<file path="src/pkg/pwm_timebase_regs.svh">
// register indices, field positions, reset values and counts for the time base
`ifndef PWM_TIMEBASE_REGS_SVH
`define PWM_TIMEBASE_REGS_SVH
`define IDX_EXT_RESET_SEL 14'h0460
`define IDX_CLOCK_SRC_SEL 14'h0461
`define IDX_AUTOLOAD_SEL 14'h0462
`define IDX_PERIOD_LOW 14'h0463
`define IDX_PERIOD_HIGH 14'h0464
`define IDX_PRESCALE 14'h0465
`define IDX_POSTSCALE 14'h0466
`define IDX_PARAM_IRQ 14'h0467
`define IDX_CONTROL 14'h0469
`define IDX_STATUS 14'h046A
`define CTL_EN 7
`define CTL_LD 2
`define CTL_ERSPOL 1
`define CTL_EXT_RESET_IMMEDIATE 0
`define STS_HELD 16
`define STS_LOAD 17
`define RST_BYTE 8'h00
`define RST_PERIOD 16'h0000
`define RST_SEL 4'h0
`define SYNC_STAGES 2
`define CLK_SYSTEM 4'h2
`define LDS_FIRST_OFF 4'hB
`define ERS_FIRST_OFF 4'hC
`define ERS_PIN 4'h1
`define ERS_CELL 4'h8
`define ERS_SLICE 4'h2
`define LDS_DMA 4'h7
`define LDS_CELL 4'h3
`endif

</file>
<file path="src/pkg/pwm_timebase_pkg.sv">
// shared types of the modulator time base
package pwm_timebase_pkg;
    typedef logic [15:0] count_t;
    typedef logic [7:0] byte_t;
    typedef logic [3:0] sel_t;
endpackage

</file>
<file path="src/pkg/timebase_if.sv">
// carrier between the register block and the period timer
`timescale 1ns/100ps
`default_nettype none
interface timebase_if;
    import pwm_timebase_pkg::*;
    logic run;
    logic tick;
    logic ers_active;
    logic ers_now;
    count_t period_buf;
    count_t count;
    logic held;
    logic period_evt;
    modport ctrl (output run, tick, ers_active, ers_now, period_buf, input count, held, period_evt);
    modport timer (input run, tick, ers_active, ers_now, period_buf, output count, held, period_evt);
endinterface
`default_nettype wire

</file>
<file path="src/verilog/trigger_sync.sv">
// two-stage synchroniser for a vector of asynchronous inputs
`timescale 1ns/100ps
`default_nettype none
module trigger_sync #(parameter int W = 1) (
    // clock and reset
    input wire logic sys_clk,
    input wire logic resetn,
    // raw and synchronised levels
    input wire logic [W-1:0] raw,
    output logic [W-1:0] synced
);
    logic [W-1:0] meta;
    always_ff @(posedge sys_clk) begin
        if (!resetn) begin
            meta <= '0;
            synced <= '0;
        end else begin
            meta <= raw;
            synced <= meta;
        end
    end
endmodule // trigger_sync
`default_nettype wire

</file>
<file path="src/verilog/period_timer.sv">
// period counter with external reset hold
`timescale 1ns/100ps
`default_nettype none
module period_timer (
    // clock and reset
    input wire logic sys_clk,
    input wire logic resetn,
    // configuration and state
    timebase_if.timer tb
);
    logic at_end;
    assign at_end = (tb.count == tb.period_buf);
    always_ff @(posedge sys_clk) begin
        if (!resetn || !tb.run) begin
            tb.count <= 16'h0000;
            tb.held <= 1'b0;
        end else if (!tb.ers_active) begin
            tb.held <= 1'b0;
            if (tb.tick) begin
                tb.count <= at_end ? 16'h0000 : tb.count + 16'h0001;
            end
        end else if (tb.tick && (tb.ers_now || tb.held || at_end)) begin
            tb.count <= 16'h0000;
            tb.held <= 1'b1;
        end else if (tb.tick) begin
            tb.count <= tb.count + 16'h0001;
        end
    end
    // a period reset event is the rollover at the period value
    always_ff @(posedge sys_clk) begin
        if (!resetn || !tb.run) begin
            tb.period_evt <= 1'b0;
        end else begin
            tb.period_evt <= tb.tick && at_end && !tb.held;
        end
    end
endmodule // period_timer
`default_nettype wire

</file>
<file path="src/verilog/pwm_timebase_config.sv">
// register block, source selection, prescaler and postscaler of the modulator time base
`timescale 1ns/100ps
`default_nettype none
`include "pwm_timebase_regs.svh"
module pwm_timebase_config
    import pwm_timebase_pkg::*;
#(
    parameter int INSTANCE = 1
) (
    // clock and reset
    input wire logic sys_clk,
    input wire logic resetn,
    // apb slave
    input wire logic psel,
    input wire logic penable,
    input wire logic pwrite,
    input wire logic [15:0] paddr,
    input wire logic [31:0] pwdata,
    output logic [31:0] prdata,
    output logic pready,
    output logic pslverr,
    // trigger and clock sources, asynchronous
    input wire logic ext_reset_pin_input,
    input wire logic pin_input_zero,
    input wire logic pin_input_one,
    input wire logic [3:0] logic_cell_out,
    input wire logic [5:0] slice_out,
    input wire logic [3:0] dma_count_done,
    input wire logic [15:0] clock_sources,
    input wire logic sleep,
    // time base results
    output logic module_enabled,
    output logic prescaled_tick,
    output logic period_reset_evt,
    output logic period_irq,
    output count_t timer_count
);

    ////////////////////////////////////////////////////////////////////////
    // register state

    sel_t ext_reset_sel;
    sel_t clock_src_sel;
    sel_t autoload_sel;
    count_t period_val;
    byte_t prescale_val;
    byte_t postscale_val;
    logic enable;
    logic load_request;
    logic ers_polarity_low;
    logic ext_reset_immediate;
    timebase_if tb ();

    ////////////////////////////////////////////////////////////////////////
    // bus decode

    logic [13:0] index;
    logic aligned;
    logic setup_phase;
    logic wr_strobe;
    logic hit;

    assign index = paddr[15:2];
    assign aligned = (paddr[1:0] == 2'b00);
    assign setup_phase = psel && !penable;
    // zero wait states: the answer is prepared during setup
    assign pready = 1'b1;
    assign wr_strobe = psel && penable && pwrite && !pslverr;

    function automatic logic is_reg(input logic [13:0] idx, input logic [13:0] want);
        is_reg = (idx == want);
    endfunction

    function automatic logic mapped(input logic [13:0] idx);
        mapped = is_reg(idx, `IDX_EXT_RESET_SEL) || is_reg(idx, `IDX_CLOCK_SRC_SEL)
            || is_reg(idx, `IDX_AUTOLOAD_SEL) || is_reg(idx, `IDX_PERIOD_LOW)
            || is_reg(idx, `IDX_PERIOD_HIGH) || is_reg(idx, `IDX_PRESCALE)
            || is_reg(idx, `IDX_POSTSCALE) || is_reg(idx, `IDX_PARAM_IRQ)
            || is_reg(idx, `IDX_CONTROL) || is_reg(idx, `IDX_STATUS);
    endfunction

    function automatic logic wr_to(input logic [13:0] want);
        wr_to = wr_strobe && is_reg(index, want);
    endfunction

    assign hit = aligned && mapped(index);

    ////////////////////////////////////////////////////////////////////////
    // configuration writes

    always_ff @(posedge sys_clk) begin
        if (!resetn) begin
            ext_reset_sel <= `RST_SEL;
        end else if (wr_to(`IDX_EXT_RESET_SEL)) begin
            ext_reset_sel <= pwdata[3:0];
        end
    end

    always_ff @(posedge sys_clk) begin
        if (!resetn) begin
            clock_src_sel <= `RST_SEL;
        end else if (wr_to(`IDX_CLOCK_SRC_SEL)) begin
            clock_src_sel <= pwdata[3:0];
        end
    end

    always_ff @(posedge sys_clk) begin
        if (!resetn) begin
            autoload_sel <= `RST_SEL;
        end else if (wr_to(`IDX_AUTOLOAD_SEL)) begin
            autoload_sel <= pwdata[3:0];
        end
    end

    always_ff @(posedge sys_clk) begin
        if (!resetn) begin
            period_val <= `RST_PERIOD;
        end else if (wr_to(`IDX_PERIOD_LOW)) begin
            period_val[7:0] <= pwdata[7:0];
        end else if (wr_to(`IDX_PERIOD_HIGH)) begin
            period_val[15:8] <= pwdata[7:0];
        end
    end

    always_ff @(posedge sys_clk) begin
        if (!resetn) begin
            prescale_val <= `RST_BYTE;
        end else if (wr_to(`IDX_PRESCALE)) begin
            prescale_val <= pwdata[7:0];
        end
    end

    always_ff @(posedge sys_clk) begin
        if (!resetn) begin
            postscale_val <= `RST_BYTE;
        end else if (wr_to(`IDX_POSTSCALE)) begin
            postscale_val <= pwdata[7:0];
        end
    end

    always_ff @(posedge sys_clk) begin
        if (!resetn) begin
            enable <= 1'b0;
            ers_polarity_low <= 1'b0;
            ext_reset_immediate <= 1'b0;
        end else if (wr_to(`IDX_CONTROL)) begin
            enable <= pwdata[`CTL_EN];
            ers_polarity_low <= pwdata[`CTL_ERSPOL];
            ext_reset_immediate <= pwdata[`CTL_EXT_RESET_IMMEDIATE];
        end
    end

    ////////////////////////////////////////////////////////////////////////
    // read data, registered in the setup phase

    always_ff @(posedge sys_clk) begin
        if (!resetn) begin
            prdata <= 32'h00000000;
            pslverr <= 1'b0;
        end else if (setup_phase) begin
            pslverr <= !hit;
            prdata <= 32'h00000000;
            if (!pwrite && hit) begin
                unique case (index)
                    `IDX_EXT_RESET_SEL: prdata[3:0] <= ext_reset_sel;
                    `IDX_CLOCK_SRC_SEL: prdata[3:0] <= clock_src_sel;
                    `IDX_AUTOLOAD_SEL: prdata[3:0] <= autoload_sel;
                    `IDX_PERIOD_LOW: prdata[7:0] <= period_val[7:0];
                    `IDX_PERIOD_HIGH: prdata[7:0] <= period_val[15:8];
                    `IDX_PRESCALE: prdata[7:0] <= prescale_val;
                    `IDX_POSTSCALE: prdata[7:0] <= postscale_val;
                    `IDX_CONTROL: prdata[7:0] <= {enable, 4'h0, load_request,
                        ers_polarity_low, ext_reset_immediate};
                    `IDX_STATUS: prdata[17:0] <= {load_request, tb.held, tb.count};
                    default: prdata <= 32'h00000000;
                endcase
            end
        end
    end

    ////////////////////////////////////////////////////////////////////////
    // synchronisers for every outside level except sleep, which gates the system clock tick directly

    logic [15:0] sync_clk;
    logic [15:0] sync_trig;

    trigger_sync #(.W(16)) clk_sync (
        .sys_clk(sys_clk),
        .resetn(resetn),
        .raw(clock_sources),
        .synced(sync_clk)
    );

    trigger_sync #(.W(16)) trig_sync (
        .sys_clk(sys_clk),
        .resetn(resetn),
        .raw({pin_input_one, pin_input_zero, slice_out, dma_count_done, logic_cell_out}),
        .synced(sync_trig)
    );

    logic [3:0] cell_s;
    logic [3:0] dma_s;
    logic [5:0] slice_s;
    logic pin0_s;
    logic pin1_s;
    logic ers_pin_s;

    assign cell_s = sync_trig[3:0];
    assign dma_s = sync_trig[7:4];
    assign slice_s = sync_trig[13:8];
    assign pin0_s = sync_trig[14];
    assign pin1_s = sync_trig[15];

    logic ext_reset_pin_input_s;
    logic ers_pin_meta;
    // the external reset pin has its own two flops, the shared vector being full
    always_ff @(posedge sys_clk) begin
        if (!resetn) begin
            ers_pin_meta <= 1'b0;
            ext_reset_pin_input_s <= 1'b0;
        end else begin
            ers_pin_meta <= ext_reset_pin_input;
            ext_reset_pin_input_s <= ers_pin_meta;
        end
    end
    assign ers_pin_s = ext_reset_pin_input_s;

    ////////////////////////////////////////////////////////////////////////
    // external reset source

    logic ers_raw;
    logic [3:0] ers_slice_idx;
    logic ers_own;

    assign ers_slice_idx = ext_reset_sel - `ERS_SLICE;
    // codes naming this instance's own slice outputs are reserved
    assign ers_own = (ext_reset_sel[3:1] == 3'(INSTANCE));

    always_comb begin
        ers_raw = 1'b0;
        if (ext_reset_sel == `ERS_PIN) begin
            ers_raw = ers_pin_s;
        end else if (ext_reset_sel >= `ERS_FIRST_OFF) begin
            ers_raw = 1'b0;
        end else if (ext_reset_sel >= `ERS_CELL) begin
            ers_raw = cell_s[ext_reset_sel[1:0]];
        end else if (ext_reset_sel >= `ERS_SLICE && !ers_own) begin
            ers_raw = slice_s[ers_slice_idx[2:0]];
        end
    end

    logic ers_selected;
    // own slice codes count as disabled, else an active-low polarity would hold the timer
    assign ers_selected = (ext_reset_sel != `RST_SEL) && (ext_reset_sel < `ERS_FIRST_OFF) && !ers_own;

    ////////////////////////////////////////////////////////////////////////
    // auto-load trigger source

    logic lds_raw;
    logic lds_prev;
    logic lds_rise;
    logic [3:0] lds_dma_idx;
    logic [3:0] lds_cell_idx;

    assign lds_dma_idx = autoload_sel - `LDS_DMA;
    assign lds_cell_idx = autoload_sel - `LDS_CELL;

    always_comb begin
        lds_raw = 1'b0;
        if (autoload_sel == `RST_SEL || autoload_sel >= `LDS_FIRST_OFF) begin
            lds_raw = 1'b0;
        end else if (autoload_sel >= `LDS_DMA) begin
            lds_raw = dma_s[lds_dma_idx[1:0]];
        end else if (autoload_sel >= `LDS_CELL) begin
            lds_raw = cell_s[lds_cell_idx[1:0]];
        end else begin
            lds_raw = autoload_sel[1] ? pin1_s : pin0_s;
        end
    end

    always_ff @(posedge sys_clk) begin
        if (!resetn) begin
            lds_prev <= 1'b0;
        end else begin
            lds_prev <= lds_raw;
        end
    end

    assign lds_rise = lds_raw && !lds_prev;

    ////////////////////////////////////////////////////////////////////////
    // clock source and prescaler

    logic src_prev;
    logic src_tick;
    logic [7:0] pre_cnt;

    always_ff @(posedge sys_clk) begin
        if (!resetn) begin
            src_prev <= 1'b0;
        end else begin
            src_prev <= sync_clk[clock_src_sel];
        end
    end

    // only the system clock stops while asleep; other sources run on
    assign src_tick = (clock_src_sel == `CLK_SYSTEM) ? !sleep : (sync_clk[clock_src_sel] && !src_prev);

    always_ff @(posedge sys_clk) begin
        if (!resetn || !enable) begin
            pre_cnt <= 8'h00;
        end else if (src_tick) begin
            pre_cnt <= (pre_cnt == prescale_val) ? 8'h00 : pre_cnt + 8'h01;
        end
    end

    assign tb.tick = enable && src_tick && (pre_cnt == prescale_val);

    ////////////////////////////////////////////////////////////////////////
    // period timer and double buffer

    assign tb.run = enable;
    assign tb.ers_active = ers_selected && (ers_raw ^ ers_polarity_low);
    assign tb.ers_now = ext_reset_immediate;

    period_timer timer (
        .sys_clk(sys_clk),
        .resetn(resetn),
        .tb(tb.timer)
    );

    // load stays pending until consumed; a new request in the consume cycle wins
    always_ff @(posedge sys_clk) begin
        if (!resetn) begin
            load_request <= 1'b0;
        end else if ((wr_to(`IDX_CONTROL) && pwdata[`CTL_LD]) || lds_rise) begin
            load_request <= 1'b1;
        end else if (tb.period_evt && enable) begin
            load_request <= 1'b0;
        end
    end

    // while disabled the buffer follows the register, so enabling starts clean
    always_ff @(posedge sys_clk) begin
        if (!resetn) begin
            tb.period_buf <= `RST_PERIOD;
        end else if (!enable || (tb.period_evt && load_request)) begin
            tb.period_buf <= period_val;
        end
    end

    ////////////////////////////////////////////////////////////////////////
    // postscaler and outputs

    logic [7:0] post_cnt;

    always_ff @(posedge sys_clk) begin
        if (!resetn || !enable || tb.held) begin
            post_cnt <= 8'h00;
        end else if (tb.period_evt) begin
            post_cnt <= (post_cnt == postscale_val) ? 8'h00 : post_cnt + 8'h01;
        end
    end

    always_ff @(posedge sys_clk) begin
        if (!resetn || !enable) begin
            period_irq <= 1'b0;
            period_reset_evt <= 1'b0;
            prescaled_tick <= 1'b0;
        end else begin
            period_irq <= tb.period_evt && (post_cnt == postscale_val);
            period_reset_evt <= tb.period_evt;
            prescaled_tick <= tb.tick;
        end
    end

    assign timer_count = tb.count;
    assign module_enabled = enable;

endmodule // pwm_timebase_config
`default_nettype wire

</file>
<file path="config.mk">
export PLATFORM = sky130hd
export DESIGN_NAME = pwm_timebase_config
export DESIGN_NICKNAME = d
export VERILOG_FILES = /design/src/pkg/pwm_timebase_pkg.sv /design/src/pkg/timebase_if.sv /design/src/verilog/trigger_sync.sv /design/src/verilog/period_timer.sv /design/src/verilog/pwm_timebase_config.sv
export VERILOG_INCLUDE_DIRS = /design/src /design/src/pkg
export SDC_FILE = /design/constraint.sdc
export NUM_CORES = 1
export LEC_CHECK = 0
export ABC_AREA = 1
export BUFFER_PORTS_ARGS = -buffer_cell sky130_fd_sc_hd__buf_2
export CAP_MARGIN = 0
export CORE_AREA = 2 2 128 130
export DETAILED_ROUTE_END_ITERATION = 10
export DIE_AREA = 0 0 130 132
export MAX_ROUTING_LAYER = met4
export PLACE_DENSITY = 0.84
export SLEW_MARGIN = 20
export SYNTH_ARGS = -nofsm -noshare
export SYNTH_HDL_FRONTEND = slang
export SYNTH_HIERARCHICAL = 1
export SYNTH_SLANG_ARGS = --single-unit
</file>
<file path="constraint.sdc">
create_clock -name sys_clk -period 3 [get_ports sys_clk]
set_input_delay 0.15 -clock sys_clk [delete_from_list [all_inputs] [get_ports sys_clk]]
set_output_delay 0.15 -clock sys_clk [all_outputs]
set_load 0.01 [all_outputs]
</file>
==> results of run 1 <==
[timing repair]
action / 4_1_cts / 5_1_grt
hold buffers: 33 / 0
setup buffers: 0 / 0
endpoints found under the hold margin: 33 / 0
[path summary, 6_finish.rpt]
kind         slack (ps)                              to  cells past startpoint
min reg2reg         410  clk_sync/synced[14]$_SDFF_PN0_                      2
max reg2reg         360      timer/tb.held$_SDFFE_PP0N_                     14
max                 360      timer/tb.held$_SDFFE_PP0N_                     14
min                  20      period_val[5]$_SDFFE_PN0P_                      3
[critical path: stages (launching register included)]
cell and delay, ps:
dfxtp_1 520, nor2_1 100, nor2_1 140, o21ai_0 120, o211ai_1 100, nand3_1 110
nand2_1 120, nand2_1 60, nand2_1 110, nand2_1 120, nor2_1 190, clkinv_1 430
o21ai_0 330, o21ai_1 80, inv_1 50
[where the power goes]
| part | total [W] | internal, W | switching, W | leakage [nW] |
|---|---|---|---|---|
| Sequential | 0.00255 | 0.00254 | 0.0000115 | 1.53 |
| Clock | 0.00223 | 0.00112 | 0.00110 | 0.288 |
| Combinational | 0.000241 | 0.0000935 | 0.000147 | 2.82 |
[metal layers]
layer | GRT usage | routed length (um) | vias to the layer above
met5 | - | 0 | -
met4 | 0.1302 | 951 | 0
met3 | 0.04789 | 1476 | 80
met2 | 0.4366 | 10650 | 344
met1 | 0.3254 | 9224 | 3817
li1 | - | - | 4230
[kinds of logic after synthesis]
kind of cell | count (synthesis) | synth area share
simple gates | 559 | 0.2714
fa+ha+maj | 6 | 0.008454
flops | 188 | 0.4238
other cells | 2 | 0.0008457
xor+xnor | 29 | 0.02860
buf+inv | 254 | 0.1233
compound gates | 232 | 0.1436
[state kept, by name, indices dropped and copies added (netlist names), 4 cells and up]
signal	flops
autoload_sel	4
clk_sync/meta	16
clk_sync/synced	16
clock_src_sel	4
ext_reset_sel	4
period_val	16
post_cnt	8
postscale_val	8
prdata	18
pre_cnt	8
prescale_val	8
tb.period_buf	16
timer/tb.count	16
trig_sync/meta	16
trig_sync/synced	16
[synth_stat cells (2+ instances only)]
master	number
nand2_1	246
dfxtp_1	188
nor2_1	186
inv_1	179
a21oi_1	101
o21ai_0	87
nand3_1	51
nand4_1	31
clkbuf_1	25
xor2_1	24
buf_4	17
o2111ai_1	16
nor2_2	10
buf_6	9
buf_2	8
clkinv_1	8
inv_2	8
nor2_4	8
nor3_1	8
o21ai_1	8
o211ai_1	7
ha_1	6
or2_2	5
xnor2_1	5
nand2_2	4
nor4_1	3
a211oi_1	2
conb_1	2
o21bai_1	2
o22ai_1	2
[cell type report]
type | instances | area, um^2
inverter | 195 | 732.0
clock buffer | 17 | 425.4
multi-input combinational | 841 | 4070
antenna | 1 | 2.502
sequential | 188 | 3764
clock inverter | 15 | 170.2
tap | 216 | 270.3
fill | 1317 | 5380
timing repair buffer | 142 | 898.4
[through the flow]
stage	worst slack, ps	instance area (um^2)
final	362.9	10330
after global routing	158.6	10330
after CTS	438.7	10330
after detailed placement	479.9	9404
after global placement	554.6	9404
after floorplan	712.9	8929
==> results.ini, run 1 <==
[run_status]
outcome=complete, no violations

[grt]
grt_pass1_wl_um=36200
grt_pass1_vias=7733
grt_overflow=0
grt_start_max_net_pins=72
track_usage=0.2707
antenna_found_initial=1

[power]
power.total_w=0.005016
ir_drop_uv=565.1
p_leak_nw=4.635
power_density_mw_per_mm2=485.5

[place]
hpwl_um=14730
placed_cells_incl_taps=1549
io_buffers=101
place.gp.congestion=1.015

[cells_and_area]
fin_nets=1478
areaGrowthSynthToFinish_pct=16.36
fin_cells=1615
final_util=0.6576
layout-drive-gt1-share=0.1316
layout.cells.most_common_list=nand2_1, dfxtp_1, nor2_1, inv_1, a21oi_1
layout_commonest_cell=nand2_1

[hold_path]
hold_path_class=input port to flip-flop
min_from=pwdata[5]

[setup_path]
cp_max_fo=17
crit_arrival_ps=3030
worstPathRequired_ps=3390
critPathLaunch=clock_src_sel[0]$_SDFFE_PN0P_
end_kind=flip-flop
reg2reg_from=clock_src_sel[0]$_SDFFE_PN0P_
cp-start-kind=flip-flop
crit_type=flip-flop to flip-flop

[drt]
ant_nets=0
drtIter0Drc=767
wire_per_inst_um=13.81
dr_total_vias=8471
firstDrtPassIters=6
vias_per_cell=5.245
drc=0
totalWireLength_um=22310

[timing]
holdWs_ps=19.80
setup_viol=0
slew_headroom=0.3455
finalHoldViolCount=0
fin_crit_sh=0.8790
fmax_ghz=0.3792
tightestPinTransition_ps=980.6
rsz0062_at_grt=false
finalClockSkew_ps=13.52
fin_setup_tns_ps=0
finalCriticalPeriod_ps=2637
slew_violations=0

[synth]
ys_types=44
synth_area_mm2=0.008880
synth.avg_cell_area_um2=6.992
synth_flop_cell=dfxtp_1
async_flop_share=0
postSynthCellCount=1270
yosys.area.top_type=dfxtp_1
ys_seq_area_frac=0.4238
ys_top_cells_by_area=dfxtp_1, nand2_1, nor2_1
yosys_register_bits=188
synth.top_cell.area_share=0.4238
synth_edf_count=0
synth-warning-count=6

[cts]
cts_root_buffer=clkbuf_16
clock_path_buffers=2
path_clk_slew_ps=80
cts_tree=built
cts_sinks=188
clkLatencyLatePin_ps=440
numCtsBuffers=17
cts_resized=0
htree_levels=4

[floorplanning]
start_util=0.5651
die_y_um=132
boundaryPins=141
die_x_um=130
core.rowCount=46
core_area_mm2=0.01571
dieArea_mm2=0.01716

[flow_run]
max_cap_violations=0

Power figures use the tool's default switching activity.
==> run 2: changes to the inputs <==
CORE_AREA = 2 2 124 126   (was 2 2 128 130)
DIE_AREA = 0 0 126 128   (was 0 0 130 132)
PLACE_DENSITY = 0.89   (was 0.84)
clock period = 3.2 ns   (was 3 ns; I/O delays follow)
==> run 2 against run 1 <==
Worst setup slack improved by 240 ps. Sequential cell count unchanged. Total power decreased by 4.6%. Critical endpoint is now timer/tb.count[13]$_SDFFE_PP0P_. Clock skew decreased by 6.2 ps. Routed wire length increased by 3.6%. Non-clock buffer count increased by 1. Global-route usage increased by 2.6 points. Highest routed layer unchanged. Count of clock-buffer cells in the layout increased by 1. Hold slack improved by 19 ps. Sequential power decreased by 6%.
==> results.ini, run 2 (same netlist as run 1, synthesis figures left out) <==
[grt]
grt_pass1_wl_um=37350  ; +3.2%
track_usage=0.2962  ; +0.02555
grt_pass1_vias=7787  ; +0.70%
grt_start_max_net_pins=66  ; -8.3%
antenna_found_initial=0  ; -1
grt_overflow=0  ; unchanged

[cts]
numCtsBuffers=17  ; unchanged
cts_sinks=188  ; unchanged
clock_path_buffers=2  ; unchanged
path_clk_slew_ps=70  ; about the same
cts_root_buffer=clkbuf_16
htree_levels=4  ; unchanged
cts_resized=0  ; unchanged
postCtsSetupBuffers=0  ; unchanged
cts_tree=built
clkLatencyLatePin_ps=440  ; about the same

[setup_path]
worstReg2RegEnd=timer/tb.count[13]$_SDFFE_PP0P_
crit_arrival_ps=2890  ; -140 ps
cp_max_fo=17  ; unchanged
crit_type=flip-flop to flip-flop
end_kind=flip-flop
r2r_cells=11  ; -3
r2r_setup_slack_ps=610  ; +240 ps
cp-start-kind=flip-flop
worstPathRequired_ps=3500  ; +110 ps
reg2reg_from=ext_reset_sel[2]$_SDFFE_PN0P_

[drt]
ant_nets=0  ; unchanged
wire_per_inst_um=14.56  ; +5.4%
drtIter0Drc=801  ; +4.4%
firstDrtPassIters=5  ; -1
dr_total_vias=8580  ; +1.3%
totalWireLength_um=23100  ; +3.6%
vias_per_cell=5.406  ; +3.1%
drc=0  ; unchanged

[timing]
setup_viol=0  ; unchanged
finalCriticalPeriod_ps=2595  ; -42.21 ps
rsz0062_at_grt=false
fmax_ghz=0.3854  ; +1.6%
slew_headroom=0.3581  ; +0.01261
slew_violations=0  ; unchanged
finalClockSkew_ps=7.283  ; -6.235 ps
fin_crit_sh=0.8109  ; -0.06813
fin_setup_tns_ps=0  ; unchanged
tightestPinTransition_ps=961.7  ; -18.89 ps
finalHoldViolCount=0  ; unchanged

[power]
power_density_mw_per_mm2=464.3  ; -4.4%
combPwrFrac=0.048  ; about the same
p_clk_frac=0.453  ; +0.009
internal-power_w=0.003651  ; -2.7%
power.total_w=0.004786  ; -4.6%
ir_drop_uv=371.1  ; -34%
sw_frac_of_total=0.2371  ; -0.01472
p_sw_w=0.001135  ; -10%
p_leak_nw=4.642  ; +0.17%
p_seq_frac=0.499  ; -0.009

[cells_and_area]
top_register=prdata
fin_nets=1479  ; +0.068%
layout.cells.most_common_list=nand2_1, dfxtp_1, nor2_1, inv_1, a21oi_1
fillerInstances=1189  ; -9.7%
largest_reg_flops=18  ; unchanged
layout_commonest_cell=nand2_1
layout-drive-gt1-share=0.1315  ; about the same
fin_cells=1587  ; -1.7%
areaGrowthSynthToFinish_pct=16.09
diodes=0  ; -1

[run_status]
outcome=complete, no violations

[hold_path]
min_from=pwdata[5]
min_path_cells=3  ; unchanged
hold_path_class=input port to flip-flop
min_to=period_val[5]$_SDFFE_PN0P_

[flow_run]
max_cap_violations=0  ; unchanged

[floorplanning]
boundaryPins=141  ; unchanged
dieArea_mm2=0.01613  ; -6.0%
core.rowCount=45  ; -2.2%
die_x_um=126  ; -3.1%
die_y_um=128  ; -3.0%
core_area_mm2=0.01486  ; -5.4%
start_util=0.5974  ; +0.03225

[place]
io_buffers=101  ; unchanged
hpwl_um=14960  ; +1.5%
place.gp.congestion=0.9614  ; -5.3%
placed_cells_incl_taps=1522  ; -1.7%

run 2: worst max-delay path, cell delays in order, from the launching register on:
cell and delay (ps):
dfxtp_1 370, inv_1 100, ha_1 300, nor2_1 50, nand3_1 90, nand4_1 150
nand3_1 120, o211ai_1 80, nor2_1 250, clkinv_1 490, o2111ai_1 360, a21oi_1 90
run 2: what timing repair did:
item                                   CTS  global route
hold buffers                            33             0
endpoints found under the hold margin   33             0
setup endpoints to repair                0             0
run 2: area by class of cell:
| type | instances | area, um^2 | share of cell area |
|---|---|---|---|
| inverter | 195 | 732.0 | 0.07100 |
| clock buffer | 18 | 429.2 | 0.04163 |
| multi-input combinational | 841 | 4070 | 0.3948 |
| tap | 188 | 235.2 | 0.02282 |
| timing repair buffer | 143 | 905.9 | 0.08788 |
| sequential | 188 | 3764 | 0.3651 |
| clock inverter | 14 | 172.7 | 0.01675 |
run 2: worst max-delay path by stage:
stage,startpoint,to,slack [ps]
finish,ext_reset_sel[2]$_SDFFE_PN0P_,timer/tb.count[13]$_SDFFE_PP0P_,610
global route,ext_reset_sel[2]$_SDFFE_PN0P_,timer/tb.count[13]$_SDFFE_PP0P_,320
CTS,clock_src_sel[0]$_SDFFE_PN0P_,timer/tb.held$_SDFFE_PP0N_,680
detailed placement,clock_src_sel[0]$_SDFFE_PN0P_,timer/tb.held$_SDFFE_PP0N_,690
global placement,clock_src_sel[0]$_SDFFE_PN0P_,timer/tb.held$_SDFFE_PP0N_,730
floorplan,clock_src_sel[0]$_SDFFE_PN0P_,timer/tb.count[3]$_SDFFE_PP0P_,910
run 2: through the flow:
step	hold WS (ps)	cell area, um^2	setup WS [ps]	utilization
2_1_floorplan	253.5	8929	912.9	-
4_1_cts	21.89	10310	681.7	0.6935
5_1_grt	28.33	10310	323.9	0.6935
3_3_place_gp	339.5	9376	733.9	0.6308
3_5_place_dp	342.8	9376	693.1	0.6308
6_report	38.95	10310	605.1	0.6935
run 2: power by group through the flow:
stage	Clock [W]	Sequential [W]	Combinational, W
floorplan	0	0.00244	0.000130
global placement	0	0.00244	0.000183
detailed placement	0	0.00244	0.000187
CTS	0.00218	0.00239	0.000219
global route	0.00228	0.00239	0.000254
finish	0.00217	0.00239	0.000231
run 2: per-layer routing:
| layer | vias to the layer above | track usage | part of all wire |
|---|---|---|---|
| met1 | 3963 | 0.3475 | 0.40 |
| li1 | 4236 | - | - |
| met2 | 324 | 0.5085 | 0.51 |
| met4 | 0 | 0.1176 | 0.029 |
| met5 | - | - | 0 |
| met3 | 57 | 0.05008 | 0.061 |
==> run 3: changes to the inputs <==
CORE_AREA = 2 2 128 130   (was 2 2 124 126)
DIE_AREA = 0 0 130 132   (was 0 0 126 128)
PLACE_DENSITY = 0.84   (was 0.89)
clock period = 2.4 ns   (was 3.2 ns; I/O delays follow)
==> run 3 against run 2 <==
Clock skew increased by 2.1 ps. Final area increased by 1.1%. Via count about the same. Combinational power increased by 33%. Sequential power increased by 33%. Total power increased by 33%. Largest power group unchanged. Clock power increased by 33%. Sequential share of layout area decreased by 0.38 points.
==> results.ini, run 3 (same netlist as run 1, synthesis figures left out) <==
[drt]
ant_nets=0  ; unchanged
wire_per_inst_um=14.19  ; -2.5%
drc=0  ; unchanged
vias_per_cell=5.288  ; -2.2%
dr_total_vias=8583  ; +0.035%
firstDrtPassIters=6  ; +1
drtIter0Drc=836  ; +4.4%
totalWireLength_um=23030  ; -0.31%

[grt]
track_usage=0.2801  ; -0.01611
grt_pass1_vias=7998  ; +2.7%
grt_pass1_wl_um=37570  ; +0.59%
grt_start_max_net_pins=65  ; -1.5%
antenna_found_initial=0  ; unchanged
grt_overflow=0  ; unchanged

[setup_path]
worstReg2RegEnd=timer/tb.count[11]$_SDFFE_PP0P_
crit_arrival_ps=2470  ; -420 ps
crit_type=flip-flop to flip-flop
worstPathRequired_ps=2690  ; -810 ps
end_kind=flip-flop
cp-start-kind=flip-flop
reg2reg_from=ext_reset_sel[2]$_SDFFE_PN0P_
r2r_setup_slack_ps=220  ; -390 ps
r2r_cells=12  ; +1
cp_max_fo=17  ; unchanged

[timing]
finalHoldViolCount=0  ; unchanged
setup_viol=0  ; unchanged
slew_violations=0  ; unchanged
finalClockSkew_ps=9.407  ; +2.124 ps
slew_headroom=0.3228  ; -0.03533
fin_crit_sh=0.9084  ; +0.09745
fin_setup_tns_ps=0  ; unchanged
finalCriticalPeriod_ps=2180  ; -414.8 ps
rsz0062_at_grt=false
fmax_ghz=0.4587  ; +19%
tightestPinTransition_ps=1015  ; +52.93 ps

[hold_path]
min_to=period_val[3]$_SDFFE_PN0P_
min_path_cells=3  ; unchanged
hold_path_class=input port to flip-flop
min_from=pwdata[3]

[power]
power_density_mw_per_mm2=611.2  ; +32%
ir_drop_uv=528.7  ; +42%
p_leak_nw=4.664  ; +0.47%

[cts]
clkLatencyLatePin_ps=440  ; about the same
cts_root_buffer=clkbuf_16
htree_levels=4  ; unchanged
cts_tree=built
numCtsBuffers=17  ; unchanged
cts_sinks=188  ; unchanged
clock_path_buffers=2  ; unchanged
path_clk_slew_ps=70  ; about the same

[place]
io_buffers=101  ; unchanged
placed_cells_incl_taps=1553  ; +2.0%
hpwl_um=15170  ; +1.4%
place.gp.congestion=1.023  ; +6.4%
place_area_mm2=0.009434  ; +0.61%

[floorplanning]
die_x_um=130  ; +3.2%
core.rowCount=46  ; +2.2%
core_area_mm2=0.01571  ; +5.7%
die_y_um=132  ; +3.1%
start_util=0.5651  ; -0.03225
boundaryPins=141  ; unchanged
dieArea_mm2=0.01716  ; +6.4%

[cells_and_area]
fin_nets=1487  ; +0.54%
layout_commonest_cell=nand2_1
diodes=0  ; unchanged
areaGrowthSynthToFinish_pct=17.42
fin_area_mm2=0.01043  ; +1.1%
layout-drive-gt1-share=0.1357  ; +0.004227
layout.cells.most_common_list=nand2_1, dfxtp_1, nor2_1, inv_1, a21oi_1
fin_cells=1623  ; +2.3%
largest_reg_flops=18  ; unchanged
top_register=prdata

[run_status]
outcome=complete, no violations

[flow_run]
max_cap_violations=0  ; unchanged

## run 3: changes by cell type in the layout (fill, tap and decap cells not counted), sizes merged
cell | previous run | this run
inv | 196 | 189
clkinvlp | 2 | 5
clkinv | 9 | 10
buf | 110 | 115
bufinv | 2 | 3
clkbuf | 18 | 20
dlygate4sd3 | 33 | 36
## run 3: how the worst max path moves through the flow
| stage | from | endpoint | slack [ps] | cells after the start |
|---|---|---|---|---|
| global route | clock_src_sel[1]$_SDFFE_PN0P_ | timer/tb.count[1]$_SDFFE_PP0P_ | 30 | 14 |
| detailed placement | clock_src_sel[0]$_SDFFE_PN0P_ | timer/tb.count[5]$_SDFFE_PP0P_ | 130 | 15 |
| floorplan | clock_src_sel[0]$_SDFFE_PN0P_ | timer/tb.count[3]$_SDFFE_PP0P_ | 110 | 16 |
| global placement | clock_src_sel[0]$_SDFFE_PN0P_ | timer/tb.count[13]$_SDFFE_PP0P_ | 200 | 14 |
| finish | ext_reset_sel[2]$_SDFFE_PN0P_ | timer/tb.count[11]$_SDFFE_PP0P_ | 220 | 12 |
| CTS | clock_src_sel[0]$_SDFFE_PN0P_ | timer/tb.count[11]$_SDFFE_PP0P_ | 110 | 15 |
## run 3: per-layer routing
layer | up-vias | GRT usage | part of all wire
li1 | 4254 | - | -
met1 | 3898 | 0.3337 | 0.40
met2 | 360 | 0.4538 | 0.49
met3 | 71 | 0.05073 | 0.068
met4 | 0 | 0.1362 | 0.039
met5 | - | - | 0
## run 3: critical path: stages (launching register included)
cell	delay, ps
dfxtp_1	380
inv_1	110
ha_1	320
nor2_1	50
nand3_1	70
nand4_1	130
nand3_1	110
o211ai_1	90
nor2_2	160
clkinv_1	90
buf_4	200
o2111ai_1	230
a21oi_1	90
## run 3: where the power goes
| part | leakage, nW | internal [W] | switching [W] |
|---|---|---|---|
| clock network | 0.277 | 0.00165 | 0.00123 |
| registers | 1.53 | 0.00317 | 0.0000149 |
| logic | 2.86 | 0.000121 | 0.000187 |
## run 3: cell type report
type | instances | area, um^2
clock inverter | 12 | 163.9
timing repair buffer | 151 | 977.2
inverter | 195 | 735.7
sequential | 188 | 3767
clock buffer | 20 | 436.7
tap | 216 | 270.3
fill | 1296 | 5286
multi-input combinational | 841 | 4075
## run 3: what timing repair did
item | 4_1_cts | 5_1_grt
setup endpoints to repair | 0 | 17
gates resized for setup | 0 | 6
setup buffers | 0 | 2
hold buffers | 36 | 0
hold endpoints to repair | 37 | 0
## run 3: stage by stage
stage          hold slack, ps  total power (W)  setup slack, ps  utilization
2_1_floorplan           213.5         0.003427            112.9            -
3_3_place_gp            299.4         0.003499            201.4       0.6004
3_5_place_dp            302.7         0.003507            134.6       0.6004
4_1_cts                 4.463         0.006401            111.5       0.6616
5_1_grt                 39.06         0.006565            26.03       0.6636
6_report                30.05         0.006372            219.9       0.6636
